<file path="config.mk">
export PLATFORM = sky130hd
export DESIGN_NAME = bkcfg_regs_top
export DESIGN_NICKNAME = d
export VERILOG_FILES = /design/src/verilog/bkcfg_reg8.v /design/src/verilog/bkcfg_regs_top.v
export VERILOG_INCLUDE_DIRS = /design/src /design/src/verilog
export SDC_FILE = /design/constraint.sdc
export NUM_CORES = 1
export LEC_CHECK = 0
export BUFFER_PORTS_ARGS = -buffer_cell sky130_fd_sc_hd__buf_2
export CAP_MARGIN = 10
export CORE_ASPECT_RATIO = 1.4
export CORE_MARGIN = 2
export CORE_UTILIZATION = 59
export DETAILED_ROUTE_END_ITERATION = 8
export GPL_TIMING_DRIVEN = 0
export PLACE_DENSITY = 0.95
export SLEW_MARGIN = 20
export SYNTH_ARGS = -nofsm -noshare
export SYNTH_HDL_FRONTEND = slang
export SYNTH_SLANG_ARGS = --single-unit
</file>
<file path="constraint.sdc">
create_clock -name clk_sys -period 8 [get_ports clk_sys]
set_clock_uncertainty 0.15 [all_clocks]
set_input_delay 0.4 -clock clk_sys [delete_from_list [all_inputs] [get_ports clk_sys]]
set_output_delay 0.4 -clock clk_sys [all_outputs]
set_load 0.05 [all_outputs]
</file>
<file path="src/verilog/bkcfg_regs.vh">
// register offsets, field positions and reset values of the buck one configuration slice
`ifndef BKCFG_REGS_VH
`define BKCFG_REGS_VH
// ==========================================================
// register offsets
`define BKCFG_ADDR_CONFIG_B 8'h1d
`define BKCFG_ADDR_PEAK_CUR 8'h1e
`define BKCFG_ADDR_OUT_VOLT 8'h1f
// ==========================================================
// field positions
`define BKCFG_BIT_PIN_FAST 5
`define BKCFG_BIT_FORCED_PWM 4
`define BKCFG_BIT_ADAPT_OFF 3
`define BKCFG_BIT_TABLE_BYPASS 7
`define BKCFG_PEAK_MSB 3
`define BKCFG_VOLT_MSB 5
// ==========================================================
// writable masks and reset values
`define BKCFG_MASK_CONFIG_B 8'h38
`define BKCFG_MASK_PEAK_CUR 8'h8f
`define BKCFG_MASK_OUT_VOLT 8'h3f
`define BKCFG_RST_CONFIG_B 8'h00
`define BKCFG_RST_PEAK_CUR 8'h00
`define BKCFG_RST_OUT_VOLT 8'h00
// ==========================================================
// scaling constants
`define BKCFG_PEAK_STEP_MA 16'h0019
`define BKCFG_VOLT_BASE_MV 16'h0226
`endif

</file>
<file path="src/verilog/bkcfg_reg8.v">
// one 8-bit configuration register with a writable-bit mask
`timescale 1ns/1ps
`default_nettype none
module bkcfg_reg8 #(
  parameter [7:0] ADDR = 8'h00,
  parameter [7:0] MASK = 8'hff,
  parameter [7:0] RSTV = 8'h00
) (
  // clock and reset
  input wire clk_sys,
  input wire rst_b,
  // write port
  input wire wrEn,
  input wire [7:0] wrAddr,
  input wire [7:0] wrData,
  // stored value
  output reg [7:0] value_r
);
  // masked write, reserved bits stay zero
  always @(posedge clk_sys or negedge rst_b) begin
    if (!rst_b) begin
      value_r <= RSTV;
    end else if (wrEn && (wrAddr == ADDR)) begin
      value_r <= wrData & MASK;
    end
  end
endmodule
`default_nettype wire

</file>
<file path="src/verilog/bkcfg_regs_top.v">
// configuration register slice for buck one: registers and decoded controls
// ==========================================================
`timescale 1ns/1ps
`default_nettype none
`include "bkcfg_regs.vh"
module bkcfg_regs_top (
  // clock and reset
  input wire clk_sys,
  input wire rst_b,
  // register access port from the configuration interface
  input wire regWrEn,
  input wire regRdEn,
  input wire [7:0] regAddr,
  input wire [7:0] regWrData,
  output reg [7:0] regRdData_r,
  output reg regRdValid_r,
  // multipurpose pin two level
  input wire multipurposePinTwo,
  // voltage step size in mV, from another register
  input wire [5:0] voltageStepSize,
  // controls to the regulator
  output reg fastModeReq_r,
  output reg forcedPwmSelect_r,
  output reg adaptivePeakEn_r,
  output reg tableCurrentEn_r,
  output reg [3:0] peakCurrentCode_r,
  output reg [15:0] peakCurrentMa_r,
  output reg [5:0] outputVoltageCode_r,
  output reg [15:0] outputVoltageMv_r
);
  // ==========================================================
  // register map, reserved bits read back as zero
  // 0x1d bit 5 pin fast mode allow, bit 4 forced pwm select
  // 0x1d bit 3 adaptive peak off, bits 7:6 and 2:0 reserved
  // 0x1e bit 7 table current bypass, bits 6:4 reserved
  // 0x1e bits 3:0 peak current code, 25 mA per step
  // 0x1f bits 5:0 output voltage code, bits 7:6 reserved
  // all three reset to zero: pin gate off, normal switching,
  // adaptive peak on, lookup table on, lowest voltage
  // writes to other addresses are dropped

  // ==========================================================
  // register storage
  // one instance per register, each with its own writable mask
  wire [7:0] cfgB;
  wire [7:0] peakCur;
  wire [7:0] outVolt;
  wire pinFastModeAllow;
  wire adaptivePeakOff;
  wire tableCurrentBypass;
  wire [3:0] peakCode;
  wire [5:0] voltCode;
  wire [15:0] peakMaNxt;
  wire [15:0] voltMvNxt;
  wire [15:0] peakCodeWide;
  wire [15:0] voltCodeWide;
  wire [15:0] voltStepWide;
  wire [15:0] voltOffsetMv;
  reg [7:0] rdNxt;

  bkcfg_reg8 #(
    .ADDR(`BKCFG_ADDR_CONFIG_B),
    .MASK(`BKCFG_MASK_CONFIG_B),
    .RSTV(`BKCFG_RST_CONFIG_B)
  ) uCfgB (
    .clk_sys(clk_sys),
    .rst_b(rst_b),
    .wrEn(regWrEn),
    .wrAddr(regAddr),
    .wrData(regWrData),
    .value_r(cfgB)
  );

  bkcfg_reg8 #(
    .ADDR(`BKCFG_ADDR_PEAK_CUR),
    .MASK(`BKCFG_MASK_PEAK_CUR),
    .RSTV(`BKCFG_RST_PEAK_CUR)
  ) uPeakCur (
    .clk_sys(clk_sys),
    .rst_b(rst_b),
    .wrEn(regWrEn),
    .wrAddr(regAddr),
    .wrData(regWrData),
    .value_r(peakCur)
  );

  bkcfg_reg8 #(
    .ADDR(`BKCFG_ADDR_OUT_VOLT),
    .MASK(`BKCFG_MASK_OUT_VOLT),
    .RSTV(`BKCFG_RST_OUT_VOLT)
  ) uOutVolt (
    .clk_sys(clk_sys),
    .rst_b(rst_b),
    .wrEn(regWrEn),
    .wrAddr(regAddr),
    .wrData(regWrData),
    .value_r(outVolt)
  );

  // ==========================================================
  // field extraction
  assign pinFastModeAllow = cfgB[`BKCFG_BIT_PIN_FAST];
  assign adaptivePeakOff = cfgB[`BKCFG_BIT_ADAPT_OFF];
  assign tableCurrentBypass = peakCur[`BKCFG_BIT_TABLE_BYPASS];
  assign peakCode = peakCur[`BKCFG_PEAK_MSB:0];
  assign voltCode = outVolt[`BKCFG_VOLT_MSB:0];

  // ==========================================================
  // scaled levels
  // linear peak scale
  assign peakCodeWide = {12'h000, peakCode};
  assign peakMaNxt = peakCodeWide * `BKCFG_PEAK_STEP_MA;
  // linear voltage scale
  // sixteen bits hold the largest level, 550 plus 63 times 63
  assign voltCodeWide = {10'h000, voltCode};
  assign voltStepWide = {10'h000, voltageStepSize};
  assign voltOffsetMv = voltCodeWide * voltStepWide;
  assign voltMvNxt = `BKCFG_VOLT_BASE_MV + voltOffsetMv;

  // ==========================================================
  // read-back decode, unmapped reads return zero
  always @* begin
    if (regAddr == `BKCFG_ADDR_CONFIG_B) begin
      rdNxt = cfgB;
    end else if (regAddr == `BKCFG_ADDR_PEAK_CUR) begin
      rdNxt = peakCur;
    end else if (regAddr == `BKCFG_ADDR_OUT_VOLT) begin
      rdNxt = outVolt;
    end else begin
      rdNxt = 8'h00;
    end
  end

  // read data register, one-cycle valid
  // a read and a write in one cycle return the old byte
  // read data holds until the next read strobe
  always @(posedge clk_sys or negedge rst_b) begin
    if (!rst_b) begin
      regRdData_r <= 8'h00;
      regRdValid_r <= 1'b0;
    end else begin
      regRdValid_r <= regRdEn;
      if (regRdEn) begin
        regRdData_r <= rdNxt;
      end
    end
  end

  // ==========================================================
  // registered regulator controls
  // each control lags its register field by one clock
  // pin fast gate
  always @(posedge clk_sys or negedge rst_b) begin
    if (!rst_b) begin
      fastModeReq_r <= 1'b0;
    end else begin
      fastModeReq_r <= pinFastModeAllow & multipurposePinTwo;
    end
  end

  always @(posedge clk_sys or negedge rst_b) begin
    if (!rst_b) begin
      forcedPwmSelect_r <= 1'b0;
    end else begin
      forcedPwmSelect_r <= cfgB[`BKCFG_BIT_FORCED_PWM];
    end
  end

  always @(posedge clk_sys or negedge rst_b) begin
    if (!rst_b) begin
      adaptivePeakEn_r <= 1'b1;
    end else begin
      adaptivePeakEn_r <= ~adaptivePeakOff;
    end
  end

  always @(posedge clk_sys or negedge rst_b) begin
    if (!rst_b) begin
      tableCurrentEn_r <= 1'b1;
    end else begin
      tableCurrentEn_r <= ~tableCurrentBypass;
    end
  end

  always @(posedge clk_sys or negedge rst_b) begin
    if (!rst_b) begin
      peakCurrentCode_r <= 4'h0;
      peakCurrentMa_r <= 16'h0000;
    end else begin
      peakCurrentCode_r <= peakCode;
      // table selected: the code is ignored, so report zero
      peakCurrentMa_r <= tableCurrentBypass ? peakMaNxt : 16'h0000;
    end
  end

  always @(posedge clk_sys or negedge rst_b) begin
    if (!rst_b) begin
      outputVoltageCode_r <= 6'h00;
      outputVoltageMv_r <= `BKCFG_VOLT_BASE_MV;
    end else begin
      outputVoltageCode_r <= voltCode;
      outputVoltageMv_r <= voltMvNxt;
    end
  end
endmodule
`default_nettype wire

</file>
==> summary.md, run 1 <==
| Metric | Value |
|---|---|
| Max cap viols | 0 |
| Root Buffer | clkbuf_8 |
| Final Max Slew Viols | 0 |
| Die area | 6664 um2 |
| Actual slew at the worst max-slew pin | 0.6914 ns |
| Most frequent cells in the layout | buf_2 (67), dfrtp_1 (52), ha_1 (43) |
| # setup viols final | 0 |
| CP bufs+invs | 2 |
| Final hold vios | 0 |
| CTS tree | yes |
| CP top delay family | adder cells |
| Total track usage | 0.2208 |
| Layout area overhead | 18.43% |
| Power Dens Cells | 167.9 nW/um2 |
| CP Launch Type | flip-flop |
| Setup WS pre-CTS | 3.745 ns |
| Final ANT Viol Nets | 0 |
| Final net count | 480 |
| Fmax | 0.2354 GHz |
| Yosys reg bits | 58 |
| WL/cell | 14.84 um |
| RSZ-0062 raised after global routing | false |
| LEAKAGE | 2.376 nW |
| Syn Inst Count | 303 |
| Largest stage delay, worst path | 0.55 ns |
| Mapped cell area | 3551 um2 |
| FF-to-FF setup slack | 3.75 ns |
| Final cycle utilization of the critical path | 0.5311 |
| Commonest non-fill, non-tap cell in the layout | buf_2 |
| Sequential area share after synthesis | 0.4109 |
| First-pass GRT wire length | 11220 um |
| CP max stage cell | fa_1 |
| CTS Buf Count | 9 |
| Status | complete, no violations |
| Dpl cells | 450 |
| HP Class | in2reg |
| Multi-input logic area | 1896 um2 |
| DR DRC count | 0 |
| CP max FO | 9 |
| Max_slew headroom | 0.5391 |
| GR Util met2 | 0.4143 |
| Cell Rows | 33 |
| Vias per Instance | 5.345 |
| DR iter-0 viols | 63 |
| Largest net degree at the start of global routing | 59 |
| Initial antenna violation count | 0 |
| IO Count | 82 |
| Kind of critical path | reg2reg |
| Via Count | 2496 |
| Met1 global-route usage | 0.2223 |
| Chip width | 69.57 um |
| Via count of the first global-routing pass | 2573 |
| Final Hold Slack | 0.03574 ns |
| Setup TNS | 0 ns |
| Post-CTS Setup Inserts | 0 |
| Yosys warning count | 0 |
| Share of cells above drive strength 1 | 0.2897 |
| Max H-tree Level | 3 |
| Final Util | 0.7223 |
| CP endpoint kind | flip-flop |
| Core area | 5822 um2 |
| Crit path cell chain | and2_1, fa_1, inv_1, fa_1, inv_1, fa_1, fa_1, ha_1, nand3_1, o211ai_1, o221ai_1, xnor2_1 |
| GR Layer Usage met3 | 0.05236 |
| DP HPWL | 5218 um |
| Layer with the highest usage | met2 |
| # diodes | 0 |
| Final worst slack | 3.751 ns |
| Yosys cell types | 40 |
| Post-route insts no fill | 467 |
| Max VDD drop | 0.1635 mV |
| DR pass1 iterations | 5 |
| Final wirelength | 6929 um |
| IO buf count | 67 |
| GPL Wtd Cong | 0.7948 |
| Min Tclk post-route | 4.249 ns |
| Clk sinks | 58 |
| Clock Pin Slew Worst Setup and Hold Paths | 0.06 ns |
| Mean Syn Cell Area | 11.72 um2 |
| GRT overflow | 0 |
| CP most frequent cell | fa_1 |
| CP required | 8.07 ns |
| Clk Latency, worst-skew pair | 0.34 ns |
| Worst Path Arrival | 4.32 ns |
| Starting Density | 0.6099 |
| Seq. cell area | 1459 um2 |
| Filler cell count | 401 |
| Die Y | 95.79 um |
| Maximum clock path buffer count | 2 |
==> worst register-to-register path: cells and delay by family, from the launching register on <==
family                     cells  cell delay (ns)
xor gates and xnor gates       1             0.15
buffers and inverters          2             0.11
adders and majority gates      5             2.39
and+or+nand+nor                2             0.32
DFF                            1             0.47
AOI/OAI and AO/OA              2             0.53
==> sequential cells by signal, indices dropped and copies added (netlist names) <==
name,cells
regRdData_r,7
tableCurrentEn_r,1
outputVoltageMv_r,13
uCfgB.value_r,3
adaptivePeakEn_r,1
peakCurrentCode_r,4
uOutVolt.value_r,6
fastModeReq_r,1
outputVoltageCode_r,6
uPeakCur.value_r,5
regRdValid_r,1
peakCurrentMa_r,9
forcedPwmSelect_r,1
==> synth_stat cells <==
master     count  share of area
buf_6          1         0.0032
or3_1          1         0.0018
inv_1         32          0.034
nand2b_1       1         0.0018
o211ai_1       2         0.0042
xnor2_1        8          0.020
o32ai_1        1         0.0025
nand2b_4       1         0.0039
and4b_1        1         0.0028
a21oi_1        6         0.0085
mux2_4         6          0.025
nor4_4         1         0.0060
dfrtp_1       52           0.37
conb_1         1         0.0011
fa_1          18           0.10
and4_1         1         0.0025
nand4b_1       1         0.0025
and2_1        32          0.056
nor4_1         1         0.0018
mux2i_1        5          0.014
nor3_1         1         0.0014
nor2b_1        2         0.0035
nand2_1       17          0.018
mux2_2         5          0.016
ha_1          43           0.15
mux2_1         5          0.016
nand3_1        9          0.013
clkbuf_1       2         0.0021
dfstp_2        6          0.044
and3_1         1         0.0018
xor2_1         4         0.0099
nor2_1         8         0.0085
a31oi_1        3         0.0053
buf_4         12          0.025
buf_2          1         0.0014
o21ai_0        3         0.0042
o221ai_1       1         0.0025
o41ai_1        1         0.0025
o2111ai_1      2         0.0049
o22ai_1        5         0.0088
==> power by group <==
part / leakage [nW] / switching (mW) / internal (mW)
Sequential: 0.780 / 0.00898 / 0.309
Clock: 0.0924 / 0.115 / 0.129
Combinational: 1.50 / 0.0997 / 0.0444
Total: 2.38 / 0.224 / 0.482
==> kinds of logic after synthesis <==
family | after synthesis | synth area share
adder cells (fa/ha/maj) | 61 | 0.2530
flip-flops | 58 | 0.4109
multiplexers | 21 | 0.07118
other | 1 | 0.001056
AND/OR/NAND/NOR | 78 | 0.1251
XOR/XNOR | 12 | 0.02960
AO/OA/AOI/OAI | 24 | 0.04334
buffers and inverters | 48 | 0.06589
==> metal layers <==
layer,routed length (um),share of wire
met2,3898,0.56
met1,2506,0.36
met4,240,0.035
met5,0,0
met3,283,0.041
==> through the flow <==
stage	total power [mW]	instance area, um2
floorplan	0.4285	3588
global placement	0.4623	4011
detailed placement	0.4669	4014
CTS	0.7119	4205
global route	0.7389	4205
finish	0.7061	4205
==> path summary, 6_finish.rpt <==
check,from,endpoint,depth (start not counted)
worst max-delay path,uOutVolt.value_r[2],outputVoltageMv_r[12],12
worst min-delay path,regRdEn,regRdValid_r,1
worst max register to register,uOutVolt.value_r[2],outputVoltageMv_r[12],12
worst min register to register,uCfgB.value_r[4],forcedPwmSelect_r,0
max in group asynchronous,rst_b,peakCurrentMa_r[1],2
min in group asynchronous,rst_b,outputVoltageMv_r[12],2
==> layout make-up <==
type                    count  area share
plain buffers              16     0.02708
clock inverters             4    0.006248
repair buffers             68     0.08271
inverters                  32     0.02856
clock buffers              12     0.03689
well taps                  70     0.02083
flip-flops and latches     58      0.3469
multi-input cells         207      0.4508
==> timing repair <==
item,4_1_cts,5_1_grt
resized for setup,0,0
hold buffers,1,0
hold endpoints to repair,52,0
Note: power is estimated with default switching activity, not from simulation.
==> run 2, diff against run 1 <==
- CORE_UTILIZATION: 59 -> 54
- PLACE_DENSITY: 0.95 -> 0.91
- clock period: 8 -> 4 ns (I/O delays scaled with it)
==> run 2 against run 1 <==
- power grew 110%
- clock-buffer cell count is the same
- routed wire length grew 15%
- final cell count grew 5.1%
- global-route usage grew 1.1 points
- design area grew 6.2%
- first-iteration DRC count grew 21%
- sequential share of layout area shrank 1.9 points
- combinational power grew 130%
- hold slack gained 0.035 ns
==> summary.md, run 2 (same netlist as run 1, synthesis figures left out) <==
| Metric | Value |
|---|---|
| Vias per Instance | 5.322 (-0.43%) |
| Core area | 6481 um2 (+11%) |
| LEAKAGE | 2.473 nW (+4.1%) |
| Via Count | 2613 (+4.7%) |
| IO Count | 82 (unchanged) |
| Final instance area | 4466 um2 (+6.2%) |
| First-pass GRT wire length | 12560 um (+12%) |
| # setup viols final | 0 (unchanged) |
| Initial antenna violation count | 0 (unchanged) |
| CP required | 4.07 ns (-4.00 ns) |
| CP bufs+invs | 3 (+1) |
| Chip width | 72.54 um (+4.3%) |
| Final cycle utilization of the critical path | 0.9855 (+0.4544) |
| Worst Path Arrival | 4.02 ns (-0.30 ns) |
| Kind of critical path | reg2reg |
| Fmax | 0.2537 GHz (+7.8%) |
| Final Max Slew Viols | 0 (unchanged) |
| Max_slew headroom | 0.5239 (-0.01519) |
| Commonest non-fill, non-tap cell in the layout | buf_2 |
| WL met3 | 332 um (+17%) |
| Largest net degree at the start of global routing | 59 (unchanged) |
| Clk sinks | 58 (unchanged) |
| Worst path depth | 13 (+1) |
| Status | complete, no violations |
| GRT overflow | 0 (unchanged) |
| Biggest register | outputVoltageMv_r |
| Max cap viols | 0 (unchanged) |
| Total track usage | 0.2318 (+0.01105) |
| Biggest regs | outputVoltageMv_r: 13 flops, peakCurrentMa_r: 9 flops, regRdData_r: 7 flops |
| DRT met1 WL | 2764 um (+10%) |
| HP Class | in2reg |
| IO buf count | 67 (unchanged) |
| CP top delay family | adder cells |
| CP endpoint kind | flip-flop |
| Routed wl met2 | 4619 um (+18%) |
| DP HPWL | 5443 um (+4.3%) |
| Share of cells above drive strength 1 | 0.3381 (+0.04846) |
| Most frequent cells in the layout | buf_2 (67), dfrtp_1 (49), ha_1 (39) |
| Setup TNS | 0 ns (unchanged) |
| Final hold vios | 0 (unchanged) |
| Final Hold Slack | 0.07049 ns (+0.03474 ns) |
| CP Launch Type | flip-flop |
| R2R depth | 13 (+1) |
| Max layer used | met4 |
| Hold-critical path depth | 4 (+3) |
| Final net count | 500 (+4.2%) |
| Crit path cell chain | and2_1, fa_1, inv_1, fa_1, inv_2, fa_1, fa_1, ha_4, nand3_2, o211ai_1, buf_4, o221ai_2, xnor2_1 |
| Clock Pin Slew Worst Setup and Hold Paths | 0.07 ns (about the same) |
| Maximum clock path buffer count | 2 (unchanged) |
| Number of flip-flops in the largest register | 13 (unchanged) |
| CP most frequent cell | fa_1 |
| Max VDD drop | 0.2753 mV (+68%) |
| CP max stage cell | fa_1 |
| RSZ-0062 raised after global routing | true |
| Actual slew at the worst max-slew pin | 0.7142 ns (+0.02278 ns) |
| DR DRC count | 0 (unchanged) |
| Dpl cell area | 4019 um2 (+0.12%) |
| Layout area overhead | 25.76% |
| CP max FO | 5 (-4) |
| # diodes | 0 (unchanged) |
| WL/cell | 16.19 um (+9.1%) |
| CTS Buf Count | 9 (unchanged) |
| DR pass1 iterations | 4 (-1) |
| Min Tclk post-route | 3.942 ns (-0.3066 ns) |
| Power Dens Cells | 326.3 nW/um2 (+94%) |
| Cell Rows | 35 (+6.1%) |
| Die Y | 99.95 um (+4.3%) |
| CTS tree | yes |
| Die area | 7250 um2 (+8.8%) |
| Total Power | 1.457 mW (+110%) |
| DR iter-0 viols | 76 (+21%) |
| Root Buffer | clkbuf_8 |
| Final wirelength | 7951 um (+15%) |
| Largest stage delay, worst path | 0.52 ns (-0.03 ns) |
| Dpl cells | 454 (+0.89%) |
| Max H-tree Level | 3 (unchanged) |
| GPL Wtd Cong | 0.8054 (+1.3%) |
| Post-route insts no fill | 491 (+5.1%) |
| Clk Latency, worst-skew pair | 0.34 ns (about the same) |
| Final ANT Viol Nets | 0 (unchanged) |
| Starting Density | 0.5479 (-0.06205) |
| Via count of the first global-routing pass | 2797 (+8.7%) |
[run 2: cell count changes in the layout (fill, tap and decap cells not counted), sizes merged]
| cell | change |
|---|---|
| buf | +10 |
| dlygate4sd3 | +10 |
[run 2: through the flow]
step	util	setup WS, ns
finish	0.6890	0.05799
global route	0.6890	-0.04867
CTS	0.6776	0.0002740
detailed placement	0.6201	-0.1913
global placement	0.6197	-0.1370
floorplan	-	0.1001
[run 2: cell type report]
type / count / area, um2
fillers: 455 / 2016
multi-input cells: 207 / 1972
flip-flops and latches: 58 / 1463
repair buffers: 88 / 523.0
clock buffers: 12 / 155.1
inverters: 32 / 120.1
plain buffers: 16 / 113.9
well taps: 74 / 92.59
clock inverters: 4 / 26.28
[run 2: worst paths after layout]
kind	startpoint	to	slack (ns)
min reg2reg	uCfgB.value_r[4]	forcedPwmSelect_r	0.27
min in group asynchronous	rst_b	regRdData_r[1]	0.31
max in group asynchronous	rst_b	uOutVolt.value_r[4]	2.88
max	uOutVolt.value_r[4]	outputVoltageMv_r[12]	0.06
max reg2reg	uOutVolt.value_r[4]	outputVoltageMv_r[12]	0.06
min	regAddr[7]	regRdData_r[5]	0.07
[run 2: tightest hold or removal path: stages]
cell,delay [ns]
buf_2,0.11
nor4_4,0.06
nand2_1,0.08
o22ai_1,0.08
[run 2: report_power, final]
| part | switching [mW] | internal (mW) | leakage (nW) |
|---|---|---|---|
| logic | 0.215 | 0.112 | 1.61 |
| clock network | 0.236 | 0.257 | 0.0924 |
| registers | 0.0168 | 0.619 | 0.775 |
[run 2: timing repair]
item                                    4_1_cts  5_1_grt
hold buffers                                 11        0
setup buffers                                 7        3
gates resized for setup                       5       11
hold endpoints to repair                     69        0
endpoints found under the setup margin        5        5
pin swaps                                     4        8
[run 2: metal layers]
metal | GRT usage | up-vias
li1 | - | 1202
met1 | 0.2200 | 1292
met2 | 0.4427 | 93
met3 | 0.06024 | 26
met4 | 0.1154 | 0
met5 | 0 | -
==> run 3, diff against run 2 <==
- CORE_ASPECT_RATIO: 1.4 -> 0.5
- GPL_TIMING_DRIVEN: 0 -> unset
==> run 3 against run 2 <==
- the flow now finishes with violations (setup timing)
- global-route usage increased by 3.2 points
- non-clock buffer count down 11
- die area is 0.41% higher
- sequential power is essentially flat
- sequential share of layout area is 0.47 points lower
- maximum frequency is 3.5% lower
- via count increased by 4.2%
- power increased by 16%
- critical path type unchanged
- highest routed layer unchanged
==> summary.md, run 3 (same netlist as run 1, synthesis figures left out) <==
| Metric | Value |
|---|---|
| Status | finished, violations left |
| Failing checks | setup timing |
| IO Count | 82 (unchanged) |
| Max_slew headroom | 0.5328 (+0.008929) |
| Via Count | 2723 (+4.2%) |
| Worst Path Arrival | 4.15 ns (+0.13 ns) |
| Total track usage | 0.2635 (+0.03174) |
| Maximum clock path buffer count | 2 (unchanged) |
| Biggest register | outputVoltageMv_r |
| CP endpoint kind | flip-flop |
| CP Launch Point | uOutVolt.value_r[2] |
| Commonest non-fill, non-tap cell in the layout | buf_2 |
| Final Max Slew Viols | 0 (unchanged) |
| Clock Pin Slew Worst Setup and Hold Paths | 0.06 ns (about the same) |
| Most frequent cells in the layout | buf_2 (69), dfrtp_1 (51), ha_1 (38) |
| Max cap viols | 0 (unchanged) |
| Largest net degree at the start of global routing | 59 (unchanged) |
| Min Tclk post-route | 4.084 ns (+0.1417 ns) |
| Filler cell count | 389 (-15%) |
| DR pass1 iterations | 7 (+3) |
| First-pass GRT wire length | 13920 um (+11%) |
| Fmax | 0.2449 GHz (-3.5%) |
| CTS tree | yes |
| Setup WS pre-CTS | -0.1086 ns (+0.08267 ns) |
| Core area | 6206 um2 (-4.2%) |
| HP Class | in2reg |
| Starting Density | 0.5722 (+0.02430) |
| Number of flip-flops in the largest register | 13 (unchanged) |
| # diodes | 0 (unchanged) |
| GPL Wtd Cong | 0.8136 (+1.0%) |
| # setup viols final | 1 (+1) |
| Kind of critical path | reg2reg |
| IO buf count | 69 (+3.0%) |
| Final ANT Viol Nets | 0 (unchanged) |
| RSZ-0062 raised after global routing | true |
| Chip width | 118.7 um (+64%) |
| Via count of the first global-routing pass | 2738 (-2.1%) |
| Initial antenna violation count | 0 (unchanged) |
| Share of cells above drive strength 1 | 0.3300 (-0.008080) |
| WL/cell | 19.09 um (+18%) |
| Final wirelength | 9432 um (+19%) |
| DP HPWL | 5375 um (-1.2%) |
| Final cycle utilization of the critical path | 1.021 (+0.03544) |
| DR iter-0 viols | 222 (+190%) |
| Die Y | 61.34 um (-39%) |
| Final worst slack | -0.08375 ns (-0.1417 ns) |
| Cell Rows | 20 (-43%) |
| Power Dens Cells | 374.9 nW/um2 (+15%) |
| RR Startpoint | uOutVolt.value_r[2] |
| Max H-tree Level | 3 (unchanged) |
| Final hold vios | 0 (unchanged) |
| Layout area overhead | 27.38% |
| CP required | 4.07 ns (about the same) |
| HP Start | voltageStepSize[0] |
| Final net count | 489 (-2.2%) |
| DR DRC count | 0 (unchanged) |
| FF-to-FF setup slack | -0.08 ns (-0.14 ns) |
| CP Launch Type | flip-flop |
| CP max FO | 4 (-1) |
| Actual slew at the worst max-slew pin | 0.7008 ns (-0.01339 ns) |
| Max VDD drop | 0.2027 mV (-26%) |
| CTS Buf Count | 9 (unchanged) |
| Clk sinks | 58 (unchanged) |
| Die area | 7280 um2 (+0.41%) |
| Vias per Instance | 5.512 (+3.6%) |
| Total Power | 1.696 mW (+16%) |
| Biggest regs | outputVoltageMv_r: 13 flops, peakCurrentMa_r: 9 flops, regRdData_r: 7 flops |
| Clk Latency, worst-skew pair | 0.34 ns (about the same) |
| LEAKAGE | 2.467 nW (-0.22%) |
| Root Buffer | clkbuf_16 |
| GRT overflow | 0 (unchanged) |
run 3: worst paths after layout:
kind                                     endpoint  depth (start not counted)
setup / recovery            outputVoltageMv_r[10]                         13
hold / removal               outputVoltageMv_r[0]                          2
setup reg to reg            outputVoltageMv_r[10]                         13
hold reg to reg                 forcedPwmSelect_r                          0
max in group asynchronous     uOutVolt.value_r[4]                          3
min in group asynchronous  outputVoltageCode_r[5]                          3
run 3: cell type report:
type,instances,area (um2),share of cell area
inverter,32,120.1,0.02656
sequential,58,1460,0.3228
timing repair buffer,93,550.5,0.1217
clock inverter,6,42.54,0.009405
multi-input combinational,207,2001,0.4423
clock buffer,10,239.0,0.05284
tap,88,110.1,0.02434
run 3: per-layer routing:
layer  vias to the layer above  wire length [um]  GRT usage
li1                       1193                 -          -
met4                         0               486     0.1769
met2                       139              4756     0.4737
met3                        38               679    0.08241
met1                      1353              3510     0.2833
met5                         -                 0          0
run 3: per-stage QoR:
step                        util  TNS (ns)  area, um2  hold slack, ns  instances
after detailed placement  0.6442   -0.1638       3998          0.2336        463
final                     0.7288  -0.08375       4523         0.02079        494
after CTS                 0.7149  -0.03217       4437         0.01619        492
after global routing      0.7288   -0.2517       4523         0.02214        494
after global placement    0.6442         0       3998          0.2164        463
after floorplan                -         0       3588         -0.2456        313
run 3: where the power goes:
group	internal (mW)	switching [mW]
Sequential	0.620	0.0161
Clock	0.435	0.291
Combinational	0.111	0.224
run 3: critical path, stage by stage (launching register included):
cell      delay (ns)
dfrtp_1         0.41
buf_4           0.17
and2_1          0.19
fa_1            0.52
ha_1            0.36
fa_1            0.60
ha_4            0.23
fa_2            0.41
a21oi_2         0.17
o211ai_1        0.12
buf_4           0.16
buf_4           0.13
o41ai_4         0.24
xnor2_1         0.11
run 3: repair_timing:
action                                 CTS  global route
setup endpoints to repair                4             5
endpoints found under the hold margin   66             0
hold buffers                            10             0
pin swaps                                8            13
resized for setup                        6            13
setup buffers                            3             3
